`src/spu_pkg.sv`:
```
// Constants, register map and types of the four-mode serial port
package spu_pkg;
    // Register indices; byte address is four times the index
    localparam logic [9:0]  SPU_IDX_CONFIG = 10'h098;
    localparam logic [9:0]  SPU_IDX_DATA   = 10'h099;
    localparam logic [9:0]  SPU_IDX_AUX    = 10'h09A;
    localparam logic [7:0]  SPU_CONFIG_RST = 8'h00;
    localparam logic [7:0]  SPU_DATA_RST   = 8'h00;
    localparam logic [7:0]  SPU_AUX_RST    = 8'h00;
    // Config field positions
    localparam int SPU_B_MODE_HI  = 7;
    localparam int SPU_B_MODE_LO  = 6;
    localparam int SPU_B_MP_EN    = 5;
    localparam int SPU_B_RX_EN    = 4;
    localparam int SPU_B_TX_NINTH = 3;
    localparam int SPU_B_RX_NINTH = 2;
    localparam int SPU_B_TX_FLAG  = 1;
    localparam int SPU_B_RX_FLAG  = 0;
    // Aux field positions
    localparam int SPU_B_DOUBLER  = 0;
    localparam int SPU_B_TX_T2    = 1;
    localparam int SPU_B_RX_T2    = 2;
    localparam int SPU_B_IRQ_EN   = 3;
    localparam int SPU_B_IRQ_PRI  = 4;
    localparam int SPU_B_REDUCED  = 5;
    // Timing in core clock cycles, frame lengths in bits and bus response codes
    localparam logic [15:0] SPU_SHIFT_DIV  = 16'h000C;
    localparam logic [15:0] SPU_FIX_DIV    = 16'h0040;
    localparam logic [15:0] SPU_FIX_DIV2   = 16'h0020;
    localparam logic [3:0]  SPU_LEN_SHIFT  = 4'h8;
    localparam logic [3:0]  SPU_LEN_8BIT   = 4'hA;
    localparam logic [3:0]  SPU_LEN_9BIT   = 4'hB;
    localparam logic [1:0]  SPU_RESP_OKAY  = 2'b00;
    localparam logic [1:0]  SPU_RESP_SLV   = 2'b10;
    typedef enum logic [1:0] {
        SPU_MODE_SHIFT,
        SPU_MODE_8BIT,
        SPU_MODE_9FIX,
        SPU_MODE_9VAR
    } spu_mode_t;
endpackage : spu_pkg

```
`src/spu_serial_port.sv`:
```
// Four-mode serial port with AXI4-Lite register access
`timescale 1ns/1ps
module spu_serial_port
    import spu_pkg::*;
#(
    parameter int ADDR_W = 12
) (
    // Clock and reset
    input  wire logic              core_clk_in,
    input  wire logic              srst_in,
    // AXI4-Lite write
    input  wire logic [ADDR_W-1:0] s_axi_awaddr_in,
    input  wire logic              s_axi_awvalid_in,
    output logic                   s_axi_awready_out,
    input  wire logic [31:0]       s_axi_wdata_in,
    input  wire logic [3:0]        s_axi_wstrb_in,
    input  wire logic              s_axi_wvalid_in,
    output logic                   s_axi_wready_out,
    output logic [1:0]             s_axi_bresp_out,
    output logic                   s_axi_bvalid_out,
    input  wire logic              s_axi_bready_in,
    // AXI4-Lite read
    input  wire logic [ADDR_W-1:0] s_axi_araddr_in,
    input  wire logic              s_axi_arvalid_in,
    output logic                   s_axi_arready_out,
    output logic [31:0]            s_axi_rdata_out,
    output logic [1:0]             s_axi_rresp_out,
    output logic                   s_axi_rvalid_out,
    input  wire logic              s_axi_rready_in,
    // Timer overflow pulses
    input  wire logic              timer1_ovf_in,
    input  wire logic              timer2_ovf_in,
    // Serial pins
    output logic                   serial_out_pin_out,
    input  wire logic              serial_in_pin_in,
    output logic                   serial_in_pin_out,
    output logic                   serial_in_pin_oe_out,
    // System
    output logic                   serial_irq_out,
    output logic                   irq_priority_out,
    output logic                   reduced_speed_mode_out,
    output logic                   wake_out
);
    if (ADDR_W < 12 || ADDR_W > 32) begin : g_bad_addr_w
        $error("ADDR_W out of range");
    end

    typedef enum logic [1:0] {SPU_TX_IDLE, SPU_TX_SEND, SPU_TX_M0RX} spu_tx_t;
    typedef enum logic [0:0] {SPU_RX_IDLE, SPU_RX_BUSY} spu_rx_t;

    logic [7:0]        config_q;
    logic [7:0]        aux_q;
    logic [7:0]        rx_buffer;
    logic [ADDR_W-1:0] aw_addr;
    logic              aw_held;
    logic [7:0]        w_data;
    logic              w_en;
    logic              w_held;
    logic              pin_meta;
    logic              pin_sync;
    logic              pin_prev;
    logic [15:0]       t1_cnt;
    logic [15:0]       t1_period;
    logic [15:0]       t2_cnt;
    logic [15:0]       t2_period;
    spu_tx_t           tx_state;
    logic [10:0]       tx_shift;
    logic [3:0]        tx_bits;
    logic [15:0]       tx_cnt;
    logic [7:0]        m0_shift;
    spu_rx_t           rx_state;
    logic [15:0]       rx_cnt;
    logic [3:0]        rx_idx;
    logic [8:0]        rx_shift;

    ////////////////////////////////////////////////////////////////////////
    // Register decode
    spu_mode_t mode;
    wire [9:0] aw_idx      = aw_addr[11:2];
    wire [9:0] ar_idx      = s_axi_araddr_in[11:2];
    wire       aw_high_ok  = (ADDR_W == 12) ? 1'b1 : (aw_addr >> 12) == '0;
    wire       ar_high_ok  = (ADDR_W == 12) ? 1'b1 : (s_axi_araddr_in >> 12) == '0;
    wire       wr_fire     = aw_held && w_held && !s_axi_bvalid_out;
    wire       wr_hit_cfg  = aw_high_ok && aw_idx == SPU_IDX_CONFIG;
    wire       wr_hit_dat  = aw_high_ok && aw_idx == SPU_IDX_DATA;
    wire       wr_hit_aux  = aw_high_ok && aw_idx == SPU_IDX_AUX;
    wire       wr_cfg      = wr_fire && wr_hit_cfg && w_en;
    wire       wr_dat      = wr_fire && wr_hit_dat && w_en;
    wire       wr_aux      = wr_fire && wr_hit_aux && w_en;
    wire       wr_mapped   = wr_hit_cfg || wr_hit_dat || wr_hit_aux;
    wire       rd_fire     = s_axi_arvalid_in && s_axi_arready_out;
    wire       rd_hit_cfg  = ar_high_ok && ar_idx == SPU_IDX_CONFIG;
    wire       rd_hit_dat  = ar_high_ok && ar_idx == SPU_IDX_DATA;
    wire       rd_hit_aux  = ar_high_ok && ar_idx == SPU_IDX_AUX;
    wire       rd_mapped   = rd_hit_cfg || rd_hit_dat || rd_hit_aux;
    // Data reads return the receive holding register only
    wire [7:0] rd_byte     = rd_hit_cfg ? config_q :
                             rd_hit_dat ? rx_buffer :
                             rd_hit_aux ? aux_q : 8'h00;

    assign s_axi_awready_out = !aw_held;
    assign s_axi_wready_out  = !w_held;
    assign s_axi_arready_out = !s_axi_rvalid_out;

    ////////////////////////////////////////////////////////////////////////
    // Field views
    assign mode = spu_mode_t'(config_q[SPU_B_MODE_HI:SPU_B_MODE_LO]);
    wire mp_en     = config_q[SPU_B_MP_EN];
    wire rx_en     = config_q[SPU_B_RX_EN];
    wire tx_ninth  = config_q[SPU_B_TX_NINTH];
    wire receive_complete_flag       = config_q[SPU_B_RX_FLAG];
    wire transmit_complete_flag       = config_q[SPU_B_TX_FLAG];
    wire doubler   = aux_q[SPU_B_DOUBLER];
    wire nine_bit  = mode == SPU_MODE_9FIX || mode == SPU_MODE_9VAR;

    ////////////////////////////////////////////////////////////////////////
    // Bit periods
    wire [15:0] t1_rate   = doubler ? t1_period : {t1_period[14:0], 1'b0};
    wire [15:0] fix_rate  = doubler ? SPU_FIX_DIV2 : SPU_FIX_DIV;
    wire [15:0] tx_var    = aux_q[SPU_B_TX_T2] ? t2_period : t1_rate;
    wire [15:0] rx_var    = aux_q[SPU_B_RX_T2] ? t2_period : t1_rate;
    wire [15:0] tx_period = mode == SPU_MODE_SHIFT ? SPU_SHIFT_DIV :
                            mode == SPU_MODE_9FIX ? fix_rate : tx_var;
    wire [15:0] rx_period = mode == SPU_MODE_9FIX ? fix_rate : rx_var;
    wire [15:0] tx_half   = {1'b0, tx_period[15:1]};
    wire [15:0] rx_half   = {1'b0, rx_period[15:1]};

    ////////////////////////////////////////////////////////////////////////
    // Transmit and shift-register sequencer
    wire        tx_idle   = tx_state == SPU_TX_IDLE;
    wire        tx_start  = wr_dat && tx_idle;
    wire        m0_start  = !tx_start && tx_idle && mode == SPU_MODE_SHIFT
                            && rx_en && !receive_complete_flag;
    wire        tx_tick   = !tx_idle && (tx_cnt >= tx_period - 16'h0001);
    wire        tx_last   = tx_tick && tx_bits == 4'h1;
    wire        tx_done   = tx_last && tx_state == SPU_TX_SEND;
    wire        m0_sample = tx_state == SPU_TX_M0RX && tx_cnt == tx_half;
    wire        m0_done   = tx_last && tx_state == SPU_TX_M0RX;
    wire [10:0] tx_frame  = mode == SPU_MODE_SHIFT ? {3'b111, w_data} :
                            nine_bit ? {1'b1, tx_ninth, w_data, 1'b0} :
                            {2'b11, w_data, 1'b0};
    wire [3:0]  tx_len    = mode == SPU_MODE_SHIFT ? SPU_LEN_SHIFT :
                            nine_bit ? SPU_LEN_9BIT : SPU_LEN_8BIT;
    wire        m0_clk    = tx_idle || tx_cnt < tx_half;

    assign serial_out_pin_out   = mode == SPU_MODE_SHIFT ? m0_clk :
                                  (tx_state == SPU_TX_SEND ? tx_shift[0] : 1'b1);
    assign serial_in_pin_out    = tx_shift[0];
    assign serial_in_pin_oe_out = mode == SPU_MODE_SHIFT && tx_state == SPU_TX_SEND;

    always_ff @(posedge core_clk_in) begin
        if (srst_in) begin
            tx_state <= SPU_TX_IDLE;
            tx_shift <= 11'h7FF;
            tx_bits  <= 4'h0;
            tx_cnt   <= 16'h0000;
            m0_shift <= 8'h00;
        end else begin
            unique case (tx_state)
                SPU_TX_IDLE: begin
                    tx_cnt  <= 16'h0000;
                    tx_bits <= tx_len;
                    if (tx_start) begin
                        tx_shift <= tx_frame;
                        tx_state <= SPU_TX_SEND;
                    end else if (m0_start) begin
                        tx_state <= SPU_TX_M0RX;
                    end
                end
                default: begin
                    tx_cnt <= tx_tick ? 16'h0000 : tx_cnt + 16'h0001;
                    if (m0_sample) begin
                        m0_shift <= {pin_sync, m0_shift[7:1]};
                    end
                    if (tx_tick) begin
                        tx_shift <= {1'b1, tx_shift[10:1]};
                        tx_bits  <= tx_bits - 4'h1;
                        if (tx_bits == 4'h1) begin
                            tx_state <= SPU_TX_IDLE;
                        end
                    end
                end
            endcase
        end
    end

    ////////////////////////////////////////////////////////////////////////
    // Asynchronous receiver, independent of the transmitter
    wire       rx_fall   = pin_prev && !pin_sync;
    wire       rx_begin  = rx_state == SPU_RX_IDLE && rx_fall && rx_en
                           && mode != SPU_MODE_SHIFT;
    wire       rx_sample = rx_state == SPU_RX_BUSY &&
                           rx_cnt >= ((rx_idx == 4'h0) ? rx_half : rx_period - 16'h0001);
    wire [3:0] rx_len    = nine_bit ? SPU_LEN_9BIT : SPU_LEN_8BIT;
    wire       rx_false  = rx_sample && rx_idx == 4'h0 && pin_sync;
    wire       rx_end    = rx_sample && rx_idx == rx_len - 4'h1;
    wire       rx_ninth  = rx_shift[8];
    // Data frames (ninth bit 0) are dropped in the nine-bit modes while multiprocessor filtering is on
    wire       rx_accept = rx_end && !(nine_bit && mp_en && !rx_ninth);
    wire       rx_set    = rx_accept || m0_done;

    always_ff @(posedge core_clk_in) begin
        if (srst_in) begin
            rx_state <= SPU_RX_IDLE;
            rx_cnt   <= 16'h0000;
            rx_idx   <= 4'h0;
            rx_shift <= 9'h000;
        end else begin
            unique case (rx_state)
                SPU_RX_IDLE: begin
                    rx_cnt <= 16'h0000;
                    rx_idx <= 4'h0;
                    if (rx_begin) begin
                        rx_state <= SPU_RX_BUSY;
                    end
                end
                SPU_RX_BUSY: begin
                    rx_cnt <= rx_sample ? 16'h0000 : rx_cnt + 16'h0001;
                    if (rx_sample) begin
                        rx_idx <= rx_idx + 4'h1;
                        if (rx_idx != 4'h0 && rx_idx != rx_len - 4'h1) begin
                            rx_shift[rx_idx - 4'h1] <= pin_sync;
                        end
                    end
                    if (rx_false || rx_end) begin
                        rx_state <= SPU_RX_IDLE;
                    end
                end
            endcase
        end
    end

    ////////////////////////////////////////////////////////////////////////
    // Holding register, loaded when a frame is accepted, freeing the shifter for the next frame
    always_ff @(posedge core_clk_in) begin
        if (srst_in) begin
            rx_buffer <= SPU_DATA_RST;
        end else if (rx_accept) begin
            rx_buffer <= rx_shift[7:0];
        end else if (m0_done) begin
            rx_buffer <= m0_shift;
        end
    end

    ////////////////////////////////////////////////////////////////////////
    // Config and aux registers; hardware sets win over software clears
    wire [7:0] cfg_sw   = wr_cfg ? w_data : config_q;
    wire       rx_nin_n = rx_accept && nine_bit ? rx_ninth :
                          cfg_sw[SPU_B_RX_NINTH];
    wire [7:0] next_cfg = {cfg_sw[7:3], rx_nin_n,
                           cfg_sw[SPU_B_TX_FLAG] | tx_done,
                           cfg_sw[SPU_B_RX_FLAG] | rx_set};
    wire       rx_edge  = pin_prev != pin_sync;
    wire       do_wake  = rx_en && aux_q[SPU_B_REDUCED] && rx_edge;
    wire [7:0] aux_sw   = wr_aux ? {2'b00, w_data[5:0]} : aux_q;
    wire [7:0] next_aux = do_wake ? (aux_sw & ~(8'h01 << SPU_B_REDUCED)) : aux_sw;

    assign serial_irq_out         = aux_q[SPU_B_IRQ_EN] && (transmit_complete_flag || receive_complete_flag);
    assign irq_priority_out       = aux_q[SPU_B_IRQ_PRI];
    assign reduced_speed_mode_out = aux_q[SPU_B_REDUCED];

    always_ff @(posedge core_clk_in) begin
        if (srst_in) begin
            config_q <= SPU_CONFIG_RST;
            aux_q    <= SPU_AUX_RST;
            wake_out <= 1'b0;
        end else begin
            config_q <= next_cfg;
            aux_q    <= next_aux;
            wake_out <= do_wake;
        end
    end

    ////////////////////////////////////////////////////////////////////////
    // Pin synchroniser and timer period measurement
    always_ff @(posedge core_clk_in) begin
        if (srst_in) begin
            pin_meta <= 1'b1;
            pin_sync <= 1'b1;
            pin_prev <= 1'b1;
        end else begin
            pin_meta <= serial_in_pin_in;
            pin_sync <= pin_meta;
            pin_prev <= pin_sync;
        end
    end

    always_ff @(posedge core_clk_in) begin
        if (srst_in) begin
            t1_cnt    <= 16'h0001;
            t2_cnt    <= 16'h0001;
            t1_period <= 16'hFFFF;
            t2_period <= 16'hFFFF;
        end else begin
            t1_cnt <= timer1_ovf_in ? 16'h0001 :
                      (t1_cnt == 16'hFFFF ? t1_cnt : t1_cnt + 16'h0001);
            t2_cnt <= timer2_ovf_in ? 16'h0001 :
                      (t2_cnt == 16'hFFFF ? t2_cnt : t2_cnt + 16'h0001);
            if (timer1_ovf_in) begin
                t1_period <= t1_cnt;
            end
            if (timer2_ovf_in) begin
                t2_period <= t2_cnt;
            end
        end
    end

    ////////////////////////////////////////////////////////////////////////
    // AXI4-Lite channel handling
    always_ff @(posedge core_clk_in) begin
        if (srst_in) begin
            aw_held          <= 1'b0;
            aw_addr          <= '0;
            w_held           <= 1'b0;
            w_data           <= 8'h00;
            w_en             <= 1'b0;
            s_axi_bvalid_out <= 1'b0;
            s_axi_bresp_out  <= SPU_RESP_OKAY;
            s_axi_rvalid_out <= 1'b0;
            s_axi_rdata_out  <= 32'h0000_0000;
            s_axi_rresp_out  <= SPU_RESP_OKAY;
        end else begin
            if (s_axi_awvalid_in && !aw_held) begin
                aw_held <= 1'b1;
                aw_addr <= s_axi_awaddr_in;
            end else if (wr_fire) begin
                aw_held <= 1'b0;
            end
            if (s_axi_wvalid_in && !w_held) begin
                w_held <= 1'b1;
                w_data <= s_axi_wdata_in[7:0];
                w_en   <= s_axi_wstrb_in[0];
            end else if (wr_fire) begin
                w_held <= 1'b0;
            end
            if (wr_fire) begin
                s_axi_bvalid_out <= 1'b1;
                s_axi_bresp_out  <= wr_mapped ? SPU_RESP_OKAY : SPU_RESP_SLV;
            end else if (s_axi_bready_in) begin
                s_axi_bvalid_out <= 1'b0;
            end
            if (rd_fire) begin
                s_axi_rvalid_out <= 1'b1;
                s_axi_rdata_out  <= {24'h00_0000, rd_byte};
                s_axi_rresp_out  <= rd_mapped ? SPU_RESP_OKAY : SPU_RESP_SLV;
            end else if (s_axi_rready_in) begin
                s_axi_rvalid_out <= 1'b0;
            end
        end
    end
endmodule : spu_serial_port

```
`config.mk`:
```
export PLATFORM = sky130hd
export DESIGN_NAME = spu_serial_port
export DESIGN_NICKNAME = d
export VERILOG_FILES = /design/src/spu_pkg.sv /design/src/spu_serial_port.sv
export SDC_FILE = /design/constraint.sdc
export NUM_CORES = 1
export LEC_CHECK = 0
export ABC_AREA = 1
export ABC_CLOCK_PERIOD_IN_PS = 4200
export BUFFER_PORTS_ARGS = -buffer_cell sky130_fd_sc_hd__buf_4
export CORE_UTILIZATION = 60
export CTS_CLUSTER_SIZE = 12
export DETAILED_ROUTE_END_ITERATION = 10
export PLACE_DENSITY_LB_ADDON = 0.2
export SLEW_MARGIN = 20
export SYNTH_ARGS = -nofsm -noshare
export SYNTH_HDL_FRONTEND = slang
export SYNTH_SLANG_ARGS = --single-unit
```
`constraint.sdc`:
```
create_clock -name core_clk_in -period 4.2 [get_ports core_clk_in]
set_input_delay 0.63 -clock core_clk_in [delete_from_list [all_inputs] [get_ports core_clk_in]]
set_output_delay 0.63 -clock core_clk_in [all_outputs]
set_load 0.05 [all_outputs]
```
==> After elaboration in Yosys (flattened, before gate mapping) <==
Cells that the tools add are included.
W data, S select, Z words.
{ "word_totals": {"reg_bits": 200, "latch_bits": 0, "mem_bits_rw": 0, "mem_bits_ro": 0, "output_inout_bits": 48, "wordCells": 202, "mem_count": 0} }
{ "classes": {"n_addsub": 10, "multipliers": 0, "n_div": 0, "magnitude_cmp": 5, "n_eq_ne": 20, "n_shift": 0, "muxes": 51, "bitwise_logic": 4, "n_reduce_logical": 79} }
{ "op_table": {"columns": ["op", "n"], "rows": [
  ["$mux W16", 8],
  ["$add A16 B1 Y16 const B", 4],
  ["$eq A10 B8 Y1 const B", 6],
  ["$mux W8", 6],
  ["$logic_and A1 B1 Y1", 39],
  ["$mux W11", 3],
  ["$eq A16 B16 Y1 const B", 2],
  ["$ge A16 B16 Y1", 2],
  ["$pmux W16 S2", 1],
  ["$sub A16 B1 Y16 const B", 2],
  ["$mux W10", 2],
  ["$reduce_bool A2 Y1", 9],
  ["$eq A16 B15 Y1", 1],
  ["$lt A16 B15 Y1", 1],
  ["$mux W4", 4],
  ["$mux W1", 14],
  ["$mux W2", 7],
  ["$sub A4 B1 Y4 const B", 3],
  ["$logic_not A1 Y1", 10],
  ["$bwmux W9", 1],
  ["$logic_or A1 B1 Y1", 9],
  ["$pmux W4 S2", 1],
  ["$mux W7", 1],
  ["$eq A2 B2 Y1 const B", 3],
  ["22 further kinds", 30]
]} }

==> Logic depth before layout (Yosys ltp) <==
{ "logic_depth": {"ltp_word": 13, "mapped_depth": 26} }

==> Worst setup path after synthesis <==
OpenSTA, ideal clock, no wires.
{ "synth_path": {"kind": "reg-to-reg", "from": "register aux_q[1]", "to": "register rx_buffer[0]", "setup_time_ps": 112, "t_arrival_ps": 3196, "slack_ps": 892, "stages_incl_launch_ff": 22, "n_path_buf": 1, "cell_sequence": "dfxtp_1 -> inv_2 -> buf_2 -> o21ai_0 -> nor2_1 -> inv_1 -> ha_1 -> inv_1 -> nor3_1 -> nand4_1 -> xor2_1 -> inv_1 -> ha_1 -> nand2_1 -> nor3_1 -> nand2_1 -> nand3_1 -> nand4_1 -> nand2_1 -> inv_1 -> nor2_1 -> nor2_1"} }
{ "synth_via": {"elab_chain_cells": 9} }
{ "synth_lines": {"columns": ["item", "line", "source"], "rows": [
  ["start, declared", "spu_serial_port.sv:52", "logic [7:0] aux_q;"],
  ["start signal, assigned", "spu_serial_port.sv:269", "aux_q <= next_aux;"],
  ["$mux W16", "spu_serial_port.sv:120", "wire [15:0] tx_var = aux_q[SPU_B_TX_T2] ? t2_period : t1_rate;"],
  ["$mux W16", "spu_serial_port.sv:123", "mode == SPU_MODE_9FIX ? fix_rate : tx_var;"],
  ["$mux W16", "spu_serial_port.sv:122", "wire [15:0] tx_period = mode == SPU_MODE_SHIFT ? SPU_SHIFT_DIV :"],
  ["$sub A16 B1 Y16", "spu_serial_port.sv:134", "wire tx_tick = !tx_idle && (tx_cnt >= tx_period - 16'h0001);"],
  ["$ge A16 B16 Y1", "spu_serial_port.sv:134", null],
  ["$logic_and A1 B1 Y1", "spu_serial_port.sv:134", null],
  ["$logic_and A1 B1 Y1", "spu_serial_port.sv:135", "wire tx_last = tx_tick && tx_bits == 4'h1;"],
  ["$logic_and A1 B1 Y1", "spu_serial_port.sv:138", "wire m0_done = tx_last && tx_state == SPU_TX_M0RX;"],
  ["$reduce_bool A2 Y1 (no line)", null, null],
  ["end signal, assigned", "spu_serial_port.sv:239", "rx_buffer <= rx_shift[7:0];"],
  ["end signal, assigned", "spu_serial_port.sv:241", "rx_buffer <= m0_shift;"],
  ["end, declared", "spu_serial_port.sv:53", "logic [7:0] rx_buffer;"]
]} }
No other way between the ends.
A chain may end at the register's enable or synchronous reset.

==> Worst setup path after layout <==
{ "layout_path": {"from": "register aux_q[0]", "to": "output serial_out_pin_out"} }
{ "layout_via": {"elab_chain_cells": 7, "word_cells_on_any_way": 8, "cone_classes": "1 x order compare; 6 x mux; 1 x reduce/logical"} }
{ "layout_lines": {"columns": ["item", "line", "source"], "rows": [
  ["$mux W16", "spu_serial_port.sv:118", "wire [15:0] t1_rate = doubler ? t1_period : {t1_period[14:0], 1'b0};"],
  ["$mux W16", "spu_serial_port.sv:120", null],
  ["$mux W16 *", "spu_serial_port.sv:123", null],
  ["$mux W16 *", "spu_serial_port.sv:122", null],
  ["$lt A16 B15 Y1 *", "spu_serial_port.sv:144", "wire m0_clk = tx_idle || tx_cnt < tx_half;"],
  ["$logic_or A1 B1 Y1 *", "spu_serial_port.sv:144", null],
  ["$mux W1 *", "spu_serial_port.sv:146", "assign serial_out_pin_out = mode == SPU_MODE_SHIFT ? m0_clk :"],
  ["end, declared", "spu_serial_port.sv:34", "output logic serial_out_pin_out,"]
]} }
Every way passes the cells marked *; elsewhere a longest branch is shown, timed or not.

==> metrics.cfg <==
[place]
placed_area_sq_um = 11700
detailed_place_hpwl_um = 19700
port_buffers = 60
gp_congestion = 0.904

[drt]
top_layer = met4
drcViolationCount = 13
m1WireLength_um = 12000
wl_um = 26500
drt-vias-per-instance = 5.52
ant_nets = 0
drt-initial-drc-count = 837
wl_met3_um = 1570
drt_pass1_iterations = 9
vias = 10700
wl_met2_um = 12400
drt-wirelength-per-cell_um = 13.6

[critical_path]
critical_path_class = register to output pin
path_buf_inv = 2
end_kind = output pin
crit_end = serial_out_pin_out
cp.required_ns = 3.57
crit_path_max_incr_delay_ns = 0.47
cp_cell_sequence = inv_2 -> o21ai_0 -> o21ai_0 -> ha_1 -> nand4_1 -> nor3_1 -> o21ai_0 -> o211ai_1 -> a31oi_1 -> buf_4
r2r_end = rx_buffer[5]
r2r_start = aux_q[0]
critPathArrivalTime_ns = 3.23
crit_family = compound AO/OA/AOI/OAI gates
path_common_cell = o21ai_0
cp.depth = 10
ff2ff_setup_slack_ns = 0.39
start_kind = register
critPathMaxFanout = 16
worstRegToRegCells = 19
cp_slowest_cell = o21ai_0
crit_path_start = aux_q[0]

[clocking]
path_clk_slew_ns = 0.08
cts_root_buf = clkbuf_16
numCtsBuffers = 17
clock-sinks = 193
cts_max_level = 4
post_cts_buffers = 0
clock_path_buffers = 2
cts_tree = built
clock_latency_ns = 0.45

[timing]
slew_violations = 0
max_freq_mhz = 259
hold_viol_final = 0
relSlewSlack = 0.537
setup_viol_count_final = 0
tns_ns = 0
timing.final.crit_share = 0.918
rsz0062_at_grt = false
period_needed_ns = 3.86
skew_ns = 0.0155
worst_pin_slew_ns = 0.694

[synth]
synth_seq_cells = 193
synth_area_leaders = dfxtp_1, nand2_1, inv_1, ha_1, nor2_1
synth.top_cell.area_share = 0.345
synth_flop_cell = dfxtp_1
yosysWarningCount = 0
synthDistinctLibCells = 42
yosysSeqAreaShare = 0.345
synth.most_common_cell = nand2_1
synth_edf_count = 0
netlist_area_sq_um = 11200
synth_area_per_cell_sq_um = 6.76
syn_inst = 1654
async_reset_ff_frac = 0
synth_common_cells = nand2_1, inv_1, nor2_1
synth_area_leader_cell = dfxtp_1

[flow_run]
drv_cap = 0

[global_route]
grt_pass1_wl_um = 44800
track_usage = 0.282
grt_pass1_vias = 9777
overflow = 0
grt_start_max_net_pins = 64
antenna_found_initial = 0

[floorplan]
die_w_um = 139
core_sq_um = 18100
dieArea_sq_um = 19200
ios = 118
fp.dieH_um = 139
start_util = 0.616
num_rows = 49

[power]
power_mw = 3.92
ir_drop_uv = 291
p_per_area_nw_per_um2 = 317
p_leak_nw = 5.47

[finish]
diodes = 0
nets = 1834
design_area_sq_um = 12400
area_growth_syn_to_layout_pct = 10.6
fillCellCount = 1605
drive_above_1_share = 0.0834

[run_status]
outcome = complete, but fails checks
violations = design-rule violations

[worst_hold_path]
hold_class = input pin to register

## per-layer routing
metal,vias up,track usage
met5,-,0
met3,46,0.0442
met2,328,0.479
li1,5505,-
met4,0,0.0911
met1,4846,0.366
## registers in the layout, indices dropped and copies added, names as in the netlist, 6 cells and up
signal	count
w_data	8
s_axi_rdata_out	8
aw_addr	10
t2_period	16
m0_shift	8
tx_cnt	16
t1_period	16
tx_shift	10
rx_cnt	16
aux_q	6
rx_buffer	8
config_q	8
t1_cnt	16
rx_shift	9
t2_cnt	16
## repair_timing
item | CTS | global route
setup endpoints to repair | 0 | 40
hold buffers | 0 | 0
gates resized for setup | 0 | 3
## stage by stage
step / cells / hold slack (ns) / utilization / setup WS (ns)
4_1_cts: 1944 / 0.351 / 0.681 / 0.236
2_1_floorplan: 1679 / 0.389 / - / 0.892
3_5_place_dp: 1912 / 0.405 / 0.647 / 0.286
3_3_place_gp: 1912 / 0.391 / 0.647 / 0.355
5_1_grt: 1944 / 0.357 / 0.682 / 0.00588
6_report: 1944 / 0.358 / 0.682 / 0.343
## area by class of cell
cell class / count / area, sq um / area share
Sequential cell: 193 / 3860 / 0.312
Inverter: 225 / 845 / 0.0683
Timing Repair Buffer: 77 / 578 / 0.0467
Tap cell: 229 / 287 / 0.0232
Clock buffer: 17 / 425 / 0.0344
Clock inverter: 15 / 198 / 0.0160
Multi-Input combinational cell: 1188 / 6170 / 0.499
## cells in the final DEF, fill, tap and decap left out, types with 5 or more instances in the layout
cell and count:
or2_2 11, nor3_1 47, xor2_1 26, buf_4 77, nand4_1 42, clkinv_8 5
inv_1 214, o21ai_1 21, dfxtp_1 192, a21oi_1 109, ha_1 62, o21ai_2 5
a31oi_1 13, nor2_1 203, clkbuf_16 17, inv_2 9, nand2_1 309, nand3_1 93
nor4_1 9, o211ai_1 23, o21ai_0 138, xnor2_1 10, o22ai_1 5, conb_1 26
## how the worst min path moves through the flow
stage	depth (start not counted)	to	startpoint	slack, ns
floorplan	1	pin_sync	pin_meta	0.39
finish	2	pin_meta	serial_in_pin_in	0.36
CTS	2	pin_meta	serial_in_pin_in	0.35
global placement	1	pin_sync	pin_meta	0.39
global route	2	pin_meta	serial_in_pin_in	0.36
detailed placement	1	pin_sync	pin_meta	0.40
## power by group
part / internal [mW] / total, mW / switching, mW
registers: 1.88 / 1.91 / 0.0333
logic: 0.0939 / 0.328 / 0.235
clock network: 0.822 / 1.68 / 0.856
total: 2.79 / 3.92 / 1.12
## worst register-to-register path: cells and delay by family (launching register included)
| kind | cells | cell delay, ns |
|---|---|---|
| AND/OR/NAND/NOR | 14 | 1.92 |
| AO/OA/AOI/OAI | 2 | 0.67 |
| adder cells (fa/ha/maj) | 1 | 0.36 |
| flip-flops | 1 | 0.45 |
| buffers and inverters | 2 | 0.31 |
## logic make-up after synthesis
kind of cell / share of synthesized area
other: 0.000335
XOR/XNOR: 0.0282
buffers and inverters: 0.112
AND/OR/NAND/NOR: 0.279
flip-flops: 0.345
AO/OA/AOI/OAI: 0.166
adder cells (fa/ha/maj): 0.0694
Note: power is estimated with default switching activity, not from simulation.
